### src/core/pmeg_pkg.sv
// Purpose: Shared constants for the PWM mode edge generator
// Assumes: 32-bit classic Wishbone access
// Notes:   Offsets are byte addresses
package pmeg_pkg;

    // ==========================================================
    // Widths and timing
    // ==========================================================
    localparam int CNT_W      = 16;

    // ==========================================================
    // Register map (byte addresses)
    // ==========================================================
    localparam logic [7:0] CTRL_OFS    = 8'h00;
    localparam logic [7:0] PERIOD_OFS  = 8'h04;
    localparam logic [7:0] EVENT1_OFS  = 8'h08;
    localparam logic [7:0] EVENT2_OFS  = 8'h0C;
    localparam logic [7:0] EVENT3_OFS  = 8'h10;
    localparam logic [7:0] EVENT4_OFS  = 8'h14;
    localparam logic [7:0] ADJ_A_OFS   = 8'h18;
    localparam logic [7:0] ADJ_B_OFS   = 8'h1C;
    localparam logic [7:0] ADAPT_OFS   = 8'h20;
    localparam logic [7:0] PHASE_OFS   = 8'h24;
    localparam logic [7:0] STRIG1_OFS  = 8'h28;
    localparam logic [7:0] STRIG2_OFS  = 8'h2C;
    localparam logic [7:0] BLKA_B_OFS  = 8'h30;
    localparam logic [7:0] BLKA_E_OFS  = 8'h34;
    localparam logic [7:0] BLKB_B_OFS  = 8'h38;
    localparam logic [7:0] BLKB_E_OFS  = 8'h3C;
    localparam logic [7:0] STATUS_OFS  = 8'h40;

    // ==========================================================
    // Control register fields
    // ==========================================================
    localparam int CTRL_EN_BIT     = 0;
    localparam int CTRL_MODE_LSB   = 1;
    localparam int CTRL_HALF_BIT   = 3;
    localparam int CTRL_PHSRC_BIT  = 4;

    // ==========================================================
    // Reset values
    // ==========================================================
    localparam logic [31:0] CTRL_RST   = 32'h0000_0000;
    localparam logic [31:0] PERIOD_RST = 32'h0000_00FF;
    localparam logic [31:0] ZERO_RST   = 32'h0000_0000;
    localparam logic [31:0] UNMAPPED_RD = 32'h0000_0000;

    typedef enum logic [1:0] {
        PMEG_NORMAL,
        PMEG_MULTI,
        PMEG_RESONANT,
        PMEG_TRIANGLE
    } pmeg_mode_t;

endpackage : pmeg_pkg

### src/core/pmeg_edge_cmp.sv
// Purpose: Set/reset edge comparator for one generated signal
// Assumes: Targets stable over a period
// Notes:   Rise and fall matching in one cycle gives a fall
module pmeg_edge_cmp
    import pmeg_pkg::*;
#(
    parameter int W = CNT_W
) (
    input  wire logic         clk_i,
    input  wire logic         rst_i,
    input  wire logic         en_i,
    input  wire logic [W-1:0] count_i,
    input  wire logic [W-1:0] rise_i,
    input  wire logic [W-1:0] fall_i,
    output logic              level_o
);
    typedef struct packed {
        logic level;
    } pmeg_cmp_state_t;

    pmeg_cmp_state_t state_reg;
    pmeg_cmp_state_t state_next;

    always_comb begin
        state_next = state_reg;
        if (!en_i) begin
            state_next.level = 1'b0;
        end else if (count_i == fall_i) begin
            state_next.level = 1'b0;
        end else if (count_i == rise_i) begin
            state_next.level = 1'b1;
        end
    end

    always_ff @(posedge clk_i) begin
        if (rst_i) begin
            state_reg <= '0;
        end else begin
            state_reg <= state_next;
        end
    end

    assign level_o = state_reg.level;
endmodule // pmeg_edge_cmp

### src/core/pmeg_top.sv
// Purpose: Dual-output PWM edge generator with four modes behind Wishbone
// Assumes: Loop filter words synchronous to clk_i
// Notes:   Filter, adjust, adapt and mode words are latched at every period start; event words apply at once
module pmeg_top
    import pmeg_pkg::*;
#(
    parameter int W = CNT_W
) (
    input  wire logic         clk_i,
    input  wire logic         rst_i,
    input  wire logic         cyc_i,
    input  wire logic         stb_i,
    input  wire logic         we_i,
    input  wire logic [7:0]   adr_i,
    input  wire logic [3:0]   sel_i,
    input  wire logic [31:0]  dat_i,
    output logic [31:0]       dat_o,
    output logic              ack_o,
    input  wire logic [W-1:0] filt_duty_i,
    input  wire logic [W-1:0] filt_period_i,
    output logic              output_a_o,
    output logic              output_b_o,
    output logic              adapt_trig_o,
    output logic              phase_trig_o,
    output logic              samp_trig1_o,
    output logic              samp_trig2_o,
    output logic              blank_a_o,
    output logic              blank_b_o,
    output logic              period_start_o
);
    if (W < 4 || W > 32) begin : g_bad_w
        $error("pmeg_top: W must lie in 4..32");
    end

    // ==========================================================
    // State
    // ==========================================================
    typedef struct packed {
        logic [31:0]  ctrl;
        logic [W-1:0] period_lim;
        logic [W-1:0] ev1;
        logic [W-1:0] ev2;
        logic [W-1:0] ev3;
        logic [W-1:0] ev4;
        logic [W-1:0] adj_a;
        logic [W-1:0] adj_b;
        logic [W-1:0] adapt;
        logic [W-1:0] phase;
        logic [W-1:0] st1;
        logic [W-1:0] st2;
        logic [W-1:0] blka_b;
        logic [W-1:0] blka_e;
        logic [W-1:0] blkb_b;
        logic [W-1:0] blkb_e;
        logic [W-1:0] count;
        logic [W-1:0] lat_duty;
        logic [W-1:0] lat_period;
        logic [W-1:0] lat_adj_a;
        logic [W-1:0] lat_adj_b;
        logic [W-1:0] lat_adapt;
        pmeg_mode_t   lat_mode;
        logic         ack;
        logic [31:0]  rdata;
        logic         adapt_trig;
        logic         phase_trig;
        logic         st1_p;
        logic         st2_p;
        logic         pstart;
    } pmeg_state_t;

    pmeg_state_t state_reg;
    pmeg_state_t state_next;

    // Byte-lane merge of one register word
    function automatic logic [W-1:0] merge(input logic [W-1:0] old_v, input logic [31:0] d,
                                           input logic [3:0] s);
        logic [31:0] t;
        t = 32'h0000_0000;
        t[W-1:0] = old_v;
        for (int i = 0; i < 4; i++) begin
            if (s[i]) begin
                t[8*i +: 8] = d[8*i +: 8];
            end
        end
        return t[W-1:0];
    endfunction

    function automatic logic [31:0] widen(input logic [W-1:0] v);
        logic [31:0] t;
        t = 32'h0000_0000;
        t[W-1:0] = v;
        return t;
    endfunction

    // ==========================================================
    // Edge target computation from latched values and event registers
    // ==========================================================
    logic [W-1:0] a_rise;
    logic [W-1:0] a_fall;
    logic [W-1:0] b_rise;
    logic [W-1:0] b_fall;
    logic [W-1:0] adapt_pos;
    logic         a_en;
    logic         run;
    logic [W+1:0] b_sum;
    logic [W-1:0] half_duty;
    logic [W-1:0] half_prd;
    logic [W-1:0] mean_dead;
    logic [W-1:0] res_on;
    logic         lvl_a;
    logic         lvl_b;
    logic         lvl_ba;
    logic         lvl_bb;

    assign run = state_reg.ctrl[CTRL_EN_BIT];

    always_comb begin
        half_duty = state_reg.lat_duty >> 1;
        half_prd  = state_reg.lat_period >> 1;
        b_sum     = (W+2)'(state_reg.ev3) + (W+2)'(state_reg.lat_duty) + (W+2)'(state_reg.lat_adj_b);
        // Mean of dead times A->B and B->A
        mean_dead = W'(({1'b0, state_reg.ev3 - state_reg.ev2}
                        + {1'b0, state_reg.ev1 + state_reg.lat_period - state_reg.ev4}) >> 1);
        res_on    = state_reg.lat_duty - mean_dead;
        a_en      = 1'b1;
        a_rise    = state_reg.ev1;
        a_fall    = state_reg.ev1 + state_reg.lat_duty + state_reg.lat_adj_a;
        b_rise    = a_fall + (state_reg.ev3 - state_reg.ev2);
        b_fall    = state_reg.ev4;
        adapt_pos = state_reg.ev1
                    + (state_reg.ctrl[CTRL_HALF_BIT] ? half_duty : state_reg.lat_duty)
                    + state_reg.lat_adapt;
        unique case (state_reg.lat_mode)
            PMEG_NORMAL: begin
            end
            PMEG_MULTI: begin
                b_rise = state_reg.ev3;
                // B past the period end falls next period
                b_fall = W'((b_sum > (W+2)'(state_reg.period_lim))
                            ? b_sum - (W+2)'(state_reg.period_lim) - (W+2)'(1) : b_sum);
            end
            PMEG_RESONANT: begin
                // Only A rise is tied to period start
                a_fall = state_reg.ev1 + res_on;
                b_rise = a_fall + (state_reg.ev3 - state_reg.ev2);
                b_fall = b_rise + res_on;
            end
            PMEG_TRIANGLE: begin
                a_en   = 1'b0;
                b_rise = half_prd - half_duty + state_reg.lat_adj_a;
                b_fall = half_prd + half_duty + state_reg.lat_adj_b;
            end
        endcase
    end

    // ==========================================================
    // Edge comparators
    // ==========================================================
    pmeg_edge_cmp #(.W(W)) u_out_a (
        .clk_i   (clk_i),
        .rst_i   (rst_i),
        .en_i    (run && a_en),
        .count_i (state_reg.count),
        .rise_i  (a_rise),
        .fall_i  (a_fall),
        .level_o (lvl_a)
    );

    pmeg_edge_cmp #(.W(W)) u_out_b (
        .clk_i   (clk_i),
        .rst_i   (rst_i),
        .en_i    (run),
        .count_i (state_reg.count),
        .rise_i  (b_rise),
        .fall_i  (b_fall),
        .level_o (lvl_b)
    );

    pmeg_edge_cmp #(.W(W)) u_blank_a (
        .clk_i   (clk_i),
        .rst_i   (rst_i),
        .en_i    (run),
        .count_i (state_reg.count),
        .rise_i  (state_reg.blka_b),
        .fall_i  (state_reg.blka_e),
        .level_o (lvl_ba)
    );

    pmeg_edge_cmp #(.W(W)) u_blank_b (
        .clk_i   (clk_i),
        .rst_i   (rst_i),
        .en_i    (run),
        .count_i (state_reg.count),
        .rise_i  (state_reg.blkb_b),
        .fall_i  (state_reg.blkb_e),
        .level_o (lvl_bb)
    );

    // ==========================================================
    // Next-state logic
    // ==========================================================
    always_comb begin
        logic wr;
        logic rd;
        wr = 1'b0;
        rd = 1'b0;
        state_next            = state_reg;
        state_next.ack        = 1'b0;
        state_next.adapt_trig = 1'b0;
        state_next.phase_trig = 1'b0;
        state_next.st1_p      = 1'b0;
        state_next.st2_p      = 1'b0;
        state_next.pstart     = 1'b0;

        // One wait state; ack stands one cycle
        if (cyc_i && stb_i && !state_reg.ack) begin
            state_next.ack = 1'b1;
            wr = we_i;
            rd = !we_i;
        end
        if (wr) begin
            unique case (adr_i)
                CTRL_OFS:   state_next.ctrl       = sel_i[0] ? 32'(dat_i[CTRL_PHSRC_BIT:0]) : state_reg.ctrl;
                PERIOD_OFS: state_next.period_lim = merge(state_reg.period_lim, dat_i, sel_i);
                EVENT1_OFS: state_next.ev1        = merge(state_reg.ev1, dat_i, sel_i);
                EVENT2_OFS: state_next.ev2        = merge(state_reg.ev2, dat_i, sel_i);
                EVENT3_OFS: state_next.ev3        = merge(state_reg.ev3, dat_i, sel_i);
                EVENT4_OFS: state_next.ev4        = merge(state_reg.ev4, dat_i, sel_i);
                ADJ_A_OFS:  state_next.adj_a      = merge(state_reg.adj_a, dat_i, sel_i);
                ADJ_B_OFS:  state_next.adj_b      = merge(state_reg.adj_b, dat_i, sel_i);
                ADAPT_OFS:  state_next.adapt      = merge(state_reg.adapt, dat_i, sel_i);
                PHASE_OFS:  state_next.phase      = merge(state_reg.phase, dat_i, sel_i);
                STRIG1_OFS: state_next.st1        = merge(state_reg.st1, dat_i, sel_i);
                STRIG2_OFS: state_next.st2        = merge(state_reg.st2, dat_i, sel_i);
                BLKA_B_OFS: state_next.blka_b     = merge(state_reg.blka_b, dat_i, sel_i);
                BLKA_E_OFS: state_next.blka_e     = merge(state_reg.blka_e, dat_i, sel_i);
                BLKB_B_OFS: state_next.blkb_b     = merge(state_reg.blkb_b, dat_i, sel_i);
                BLKB_E_OFS: state_next.blkb_e     = merge(state_reg.blkb_e, dat_i, sel_i);
                default: begin
                end
            endcase
        end
        if (rd) begin
            unique case (adr_i)
                CTRL_OFS:   state_next.rdata = state_reg.ctrl;
                PERIOD_OFS: state_next.rdata = widen(state_reg.period_lim);
                EVENT1_OFS: state_next.rdata = widen(state_reg.ev1);
                EVENT2_OFS: state_next.rdata = widen(state_reg.ev2);
                EVENT3_OFS: state_next.rdata = widen(state_reg.ev3);
                EVENT4_OFS: state_next.rdata = widen(state_reg.ev4);
                ADJ_A_OFS:  state_next.rdata = widen(state_reg.adj_a);
                ADJ_B_OFS:  state_next.rdata = widen(state_reg.adj_b);
                ADAPT_OFS:  state_next.rdata = widen(state_reg.adapt);
                PHASE_OFS:  state_next.rdata = widen(state_reg.phase);
                STRIG1_OFS: state_next.rdata = widen(state_reg.st1);
                STRIG2_OFS: state_next.rdata = widen(state_reg.st2);
                BLKA_B_OFS: state_next.rdata = widen(state_reg.blka_b);
                BLKA_E_OFS: state_next.rdata = widen(state_reg.blka_e);
                BLKB_B_OFS: state_next.rdata = widen(state_reg.blkb_b);
                BLKB_E_OFS: state_next.rdata = widen(state_reg.blkb_e);
                STATUS_OFS: state_next.rdata = widen(state_reg.count);
                default:    state_next.rdata = UNMAPPED_RD;
            endcase
        end

        // Period counter and per-period capture
        if (!run) begin
            state_next.count = '0;
        end else if (state_reg.count >= state_reg.period_lim) begin
            state_next.count  = '0;
            state_next.pstart = 1'b1;
            // Capture keeps targets stable for the coming period
            state_next.lat_duty   = filt_duty_i;
            state_next.lat_period = (state_reg.ctrl[CTRL_MODE_LSB +: 2] == 2'(PMEG_RESONANT))
                                    ? W'({filt_duty_i, 1'b0}) : filt_period_i;
            state_next.lat_adj_a  = state_reg.adj_a;
            state_next.lat_adj_b  = state_reg.adj_b;
            state_next.lat_adapt  = state_reg.adapt;
            state_next.lat_mode   = pmeg_mode_t'(state_reg.ctrl[CTRL_MODE_LSB +: 2]);
        end else begin
            state_next.count = state_reg.count + W'(1);
        end

        // Trigger pulses at their target counts
        if (run) begin
            state_next.adapt_trig = a_en && (state_reg.count == adapt_pos)
                                    && (state_reg.lat_mode != PMEG_RESONANT);
            state_next.phase_trig = state_reg.count == (state_reg.ctrl[CTRL_PHSRC_BIT]
                                    ? filt_duty_i : state_reg.phase);
            state_next.st1_p = state_reg.count == state_reg.st1;
            state_next.st2_p = state_reg.count == state_reg.st2;
        end
    end

    always_ff @(posedge clk_i) begin
        if (rst_i) begin
            state_reg            <= '0;
            state_reg.ctrl       <= CTRL_RST;
            state_reg.period_lim <= W'(PERIOD_RST);
            state_reg.lat_mode   <= PMEG_NORMAL;
        end else begin
            state_reg <= state_next;
        end
    end

    // ==========================================================
    // Outputs
    // ==========================================================
    assign dat_o          = state_reg.rdata;
    assign ack_o          = state_reg.ack;
    assign output_a_o     = lvl_a;
    assign output_b_o     = lvl_b;
    assign adapt_trig_o   = state_reg.adapt_trig;
    assign phase_trig_o   = state_reg.phase_trig;
    assign samp_trig1_o   = state_reg.st1_p;
    assign samp_trig2_o   = state_reg.st2_p;
    assign blank_a_o      = lvl_ba;
    assign blank_b_o      = lvl_bb;
    assign period_start_o = state_reg.pstart;
endmodule // pmeg_top

### config.mk
export PLATFORM = sky130hd
export DESIGN_NAME = pmeg_top
export DESIGN_NICKNAME = d
export VERILOG_FILES = /design/src/core/pmeg_pkg.sv /design/src/core/pmeg_edge_cmp.sv /design/src/core/pmeg_top.sv
export SDC_FILE = /design/constraint.sdc
export NUM_CORES = 2
export LEC_CHECK = 0
export ABC_AREA = 0
export BUFFER_PORTS_ARGS = -buffer_cell sky130_fd_sc_hd__clkbuf_2
export CORE_MARGIN = 3
export CORE_UTILIZATION = 55
export CTS_CLUSTER_DIAMETER = 80
export CTS_CLUSTER_SIZE = 24
export DETAILED_ROUTE_END_ITERATION = 8
export PLACE_DENSITY_LB_ADDON = 0.15
export SYNTH_ARGS = -nofsm -noshare
export SYNTH_HDL_FRONTEND = slang
export SYNTH_SLANG_ARGS = --single-unit
### constraint.sdc
create_clock -name clk_i -period 24.4 [get_ports clk_i]
set_input_delay 2.44 -clock clk_i [delete_from_list [all_inputs] [get_ports clk_i]]
set_output_delay 2.44 -clock clk_i [all_outputs]
set_load 0.1 [all_outputs]
---- Word-level counts from Yosys, hierarchy flattened ----
Index checks and enable logic that the tools add are counted.
Widths: inputs -> output; s select.
storage, ports and cells
  register bits after elaboration ......... 385
  latch bits .............................. 0
  RAM bits ................................ 0
  bits in read-only memories .............. 0
  output and inout port bits .............. 42
  memories ................................ 0
operators by class
  add/sub/neg operators ................... 22
  multiply operators ...................... 0
  divide/modulo/power cells ............... 0
  order comparisons ....................... 2
  eq/ne operators ......................... 33
  shift-type cells ........................ 0
  multiplexer cells ....................... 13
  bitwise logic cells ..................... 2
  reduce and logical (&&, ||, !) cells .... 46
operator list
  operator               count
  $pmux 16 s17           1
  $eq 16x16->1           12
  $add 16x16->16         11
  $pmux 16 s3            2
  $reduce_and 3->1       31
  $mux 16                5
  $eq 8x6->1 const B     8
  $sub 16x16->16         4
  $add 16x16->17         2
  $eq 8x5->1 const B     4
  $add 17x16->18         1
  $gt 18x16->1           1
  $add 15x15->16         1
  $add 16x1->16 const B  1
  $eq 8x4->1 const B     2
  $ge 16x16->1           1
  $sub 15x15->16         1
  $sub 16x1->16 const B  1
  $reduce_or 3->1        5
  $eq 8x3->1 const B     1
  $eq 8x7->1 const B     1
  $logic_not 8->1        1
  $eq 2x2->1 const B     3
  $logic_and 1x1->1      5
  7 further kinds        13

---- Longest topological paths before layout ----
  word-level depth ........................ 10
  mapped depth ............................ 44
  mapped depth without buffers ............ 44

---- Cells and area by module ----
Synthesis repeated with hierarchy kept, for this count alone.
unflattened totals
  cell total of the unflattened synthesis .. 3,653
  area total of the unflattened synthesis .. 30,020.0 um^2
by module, submodules not included
  module         instances  cells each  area each (um^2)
  pmeg_top       1          3,477       28,448.5
  pmeg_edge_cmp  4          44          392.9

---- Worst setup path after synthesis ----
Ideal clock, no wire load.
  kind .................................... register -> register
  start point ............................. register state_reg, in the netlist a_rise[1]
  end point ............................... register u_out_b.state_reg (netlist: u_out_b.level_o)
  library setup time ...................... 123 ps
  data arrival time ....................... 8,197 ps
  path slack .............................. 16,080 ps
  stages on the path, launching flop included .. 43
  path through ............................ dfxtp_1 > inv_1 > fa_1 > inv_1 > fa_1 > a21o_1 > a21oi_1 > o21bai_1 > a21oi_1 > o21bai_1 > a21oi_1 > o21bai_1 > a21oi_1 > o21bai_1 > a21oi_1 > xnor2_1 > ha_1 > or3_1 > [... 7 more ...] > nand2_1 > a21oi_1 > a21oi_1 > o31a_1 > xor2_1 > ha_1 > xor2_1 > ha_1 > nand2_1 > o31ai_1 > xnor2_1 > o21ai_0 > a211o_1 > xor2_1 > nor4_1 > o2111ai_1 > o32ai_1 > nor4_1
between the ends
  word-level cells in the longest chain between the ends .. 10
  elaborated cells on any way between the ends .. 15
  those cells by class .................... add/sub: 10; eq/ne: 2; mux: 2; reduce/logical: 1
ends and longest elaborated chain
  what                              RTL line             RTL
  from (decl)                       pmeg_top.sv:71       pmeg_state_t state_reg;
  from (signal assigned)            pmeg_top.sv:302      state_reg <= state_next;
  $add 16x16->16                    pmeg_top.sv:123      + {1'b0, state_reg.ev1 + state_reg.lat_period - state_reg.ev4}) >> 1);
  $sub 16x16->16                    pmeg_top.sv:123
  $add 16x16->17                    pmeg_top.sv:123
  $sub 16x16->16                    pmeg_top.sv:124      res_on = state_reg.lat_duty - mean_dead;
  $add 16x16->16                    pmeg_top.sv:144      a_fall = state_reg.ev1 + res_on;
  $add 16x16->16                    pmeg_top.sv:145      b_rise = a_fall + (state_reg.ev3 - state_reg.ev2);
  $add 16x16->16                    pmeg_top.sv:146      b_fall = b_rise + res_on;
  $pmux 16 s3                       pmeg_top.sv:133      unique case (state_reg.lat_mode)
  $eq 16x16->1                      pmeg_edge_cmp.sv:28  end else if (count_i == fall_i) begin
  $reduce_or 3->1 (no source line)  -
  to (signal assigned)              pmeg_edge_cmp.sv:39  state_reg <= state_next;
  to (decl)                         pmeg_edge_cmp.sv:21  pmeg_cmp_state_t state_reg;
Several ways; a longest one is shown, not always the timed one.
A chain may end at the register's enable or synchronous reset.

---- Worst setup path after layout ----
Ends and elaborated chain as after synthesis.

==> summary.txt <==
Synthesis
  – Synth warn: 0
  – #FFs+latches synth: 369
  – Syn Area/Cell: 8.05 um^2
  – Yosys cell types: 86
  – Cell Area, Synth: 30,200 um^2
  – Most used DFF post-synth: dfxtp_1
  – Ys async rst share: 0
  – Synth Instances: 3,746
  – Seq/Total Area, Yosys: 0.245
  – Top cells by area, synth: dfxtp_1 (24%), ha_1 (9.6%), xnor2_1 (7.7%)
  – Post-synth top area cell: dfxtp_1
  – Top-area cell type share of the netlist area: 0.245
  – Post-synth EDFFs: 0

Place
  – I/O Buffers: 88
  – Placed cell count: 4,398
  – Dpl hpwl: 85.3 mm
  – RD Place Congestion: 0.989
  – Post-placement cell area: 31,100 um^2

Final layout
  – FILL cells: 5,141
  – Commonest non-fill, non-tap cell in the layout: nand2_1
  – Share of layout cells above drive strength 1: 0.0666
  – Final Util: 0.587
  – Most frequent cells in the layout: nand2_1 (578), a21oi_1 (415), dfxtp_1 (368)
  – Max reg flops: 296
  – Post-route cell area: 31,700 um^2
  – Post-route insts no fill: 4,423
  – Final #Nets: 4,139
  – Layout area overhead: 5.10%

CTS
  – Clock Pin Slew Worst Setup and Hold Paths: 0.10 ns
  – Worst skew pair latency: 0.56 ns
  – CTS sink count: 369
  – Htree depth: 1
  – CTS Hold Buffers Added: 0
  – Buffers inserted by post-CTS timing repair: 0
  – TritonCTS clock tree: built
  – Clock Path Buffers: 3
  – Post_cts resized: 0
  – Root cell of the clock tree: clkbuf_16
  – CTS buffer count: 20

GRT
  – Vias in the first global route: 25,989
  – First-pass GRT wire length: 162 mm
  – Pin count of the biggest net entering global routing: 118
  – Congestion Overflow GR: 0
  – Total GRT Usage: 0.375
  – Initial antenna violation count: 1

Drt
  – Aggregate routed wire length: 111 mm
  – Via count: 28,044
  – Routed vias/inst: 6.34
  – Initial DRC count: 3,326
  – Post-route ant nets: 0
  – Avg WL per Cell: 25.0 um
  – First drt pass iteration count: 6
  – DRC: 0

Timing
  – Fmax: 95.0 MHz
  – Rel. slew slack: 0.150
  – Final setup viols: 0
  – Slew Limit Fails: 0
  – Unrepaired setup endpoints after global routing: no
  – Final min period: 10.53 ns
  – Setup TNS: 0 ns
  – Final hold vios: 0
  – Slew @ Worst Pin: 1.27 ns
  – Worst clock skew: 0.0224 ns
  – Period utilisation layout: 0.432

Worst hold path
  – Hold_sp: ack_o
  – HP Class: reg -> reg

Die
  – Die Ht: 240 um
  – Starting Density: 0.558
  – Core area: 54,000 um^2
  – Die width: 240 um
  – Die area: 57,700 um^2
  – I/O pin cnt: 123
  – Site row count: 85

Setup path
  – Crit path max fanout: 7
  – CP startpoint kind: flop
  – Arrival time at the worst endpoint: 10.99 ns
  – Top Family by Delay on Critical Path: compound AO/OA/AOI/OAI gates
  – Req. time, crit path: 24.86 ns
  – R2R Path Start: a_rise[1]
  – CP Capture Type: flop
  – CP max stage delay: 0.70 ns
  – Critical Path Start: a_rise[1]
  – CP bufs+invs: 2
  – Critical path's most frequent cell: a21oi_1
  – Setup Crit Path Kind: reg -> reg
  – Slowest cell on the critical path: dfxtp_1

Pwr
  – Leakage power: 13.2 nW
  – PwrDens: 33.0 nW/um^2
  – Worst vdd ir: 57.4 uV

Job
  – Max-Cap Viols: 0

Status
  – Status: finished, final reports clean
-- synthesized netlist by cell type (7+ instances only) --
cell      instances
a21o_1           62
a22o_1           34
nor2b_1          18
nor3_1           66
xnor2_1         266
mux4_2           14
o21a_1           15
clkbuf_1        146
buf_4            32
dfxtp_1         369
inv_1           217
nand2_1         578
nand4_1          36
a21boi_0         11
buf_1            35
mux2i_1         118
and2_1           18
o31a_1            7
a21oi_1         415
nand3_1          72
o21ai_0          77
nand3b_1         10
or3_1            18
nor4_1           29
nor2_1          230
nand2b_1         15
a211oi_1         34
a22oi_1          54
o31ai_1           8
and3_1           36
a311o_1           9
fa_1            103
a221oi_1         39
a31oi_1          36
or2_2            12
ha_1            231
mux2_2           17
o211ai_1         13
o21bai_1         28
xor2_1          123
-- per-layer routing --
metal,track usage,up-vias,wire length [um]
li1,-,12948,-
met1,0.517,13349,45700
met2,0.576,1476,47800
met3,0.0585,271,11200
met4,0.177,0,5920
met5,0,-,0
-- per-stage QoR --
step                      hold WS, ns  worst slack [ns]  total power [mW]
after global routing            0.492             13.39              1.07
after global placement          0.444             14.22             0.681
final                           0.465             13.87              1.05
after floorplan                 0.448             16.08             0.662
after detailed placement        0.451             14.12             0.681
after CTS                       0.465             14.06              1.05
-- report_power, final --
group,switching [mW],total [mW],internal [mW]
clock,0.219,0.378,0.159
sequential,0.000177,0.602,0.602
combinational,0.0517,0.0672,0.0155
total,0.271,1.05,0.776
-- cell families after synthesis --
family                   after synthesis  synth area share
multiplexers                         149            0.0560
flip-flops                           369             0.245
AND/OR/NAND/NOR                     1157             0.170
XOR/XNOR                             390             0.114
AO/OA/AOI/OAI                        910             0.192
buffers and inverters                436            0.0592
other                                  1          0.000124
adder cells (fa/ha/maj)              334             0.164
-- final timing paths --
path	endpoint	slack (ns)	cells after the start
min	ack_o	0.47	1
max reg2reg	u_out_b.level_o	13.87	42
min reg2reg	ack_o	0.47	1
max	u_out_b.level_o	13.87	42
-- area by class of cell --
class,count,area [um^2],share of cell area
antenna,1,2.50,0.0000789
clock buffer,21,526,0.0166
clock inverter,3,45.0,0.00142
inverter,220,826,0.0261
multi-input combinational,2956,21100,0.665
sequential,369,7390,0.233
tap,696,871,0.0275
timing repair buffer,157,968,0.0306
-- worst register-to-register path, delay by kind of cell, from the launching register on --
| family | cells | cell delay [ns] |
|---|---|---|
| compound gates | 21 | 4.11 |
| xor+xnor | 7 | 1.72 |
| fa+ha+maj | 7 | 2.55 |
| buf+inv | 2 | 0.30 |
| flops | 1 | 0.70 |
| simple gates | 5 | 1.03 |
Note: power is estimated with default switching activity, not from simulation.
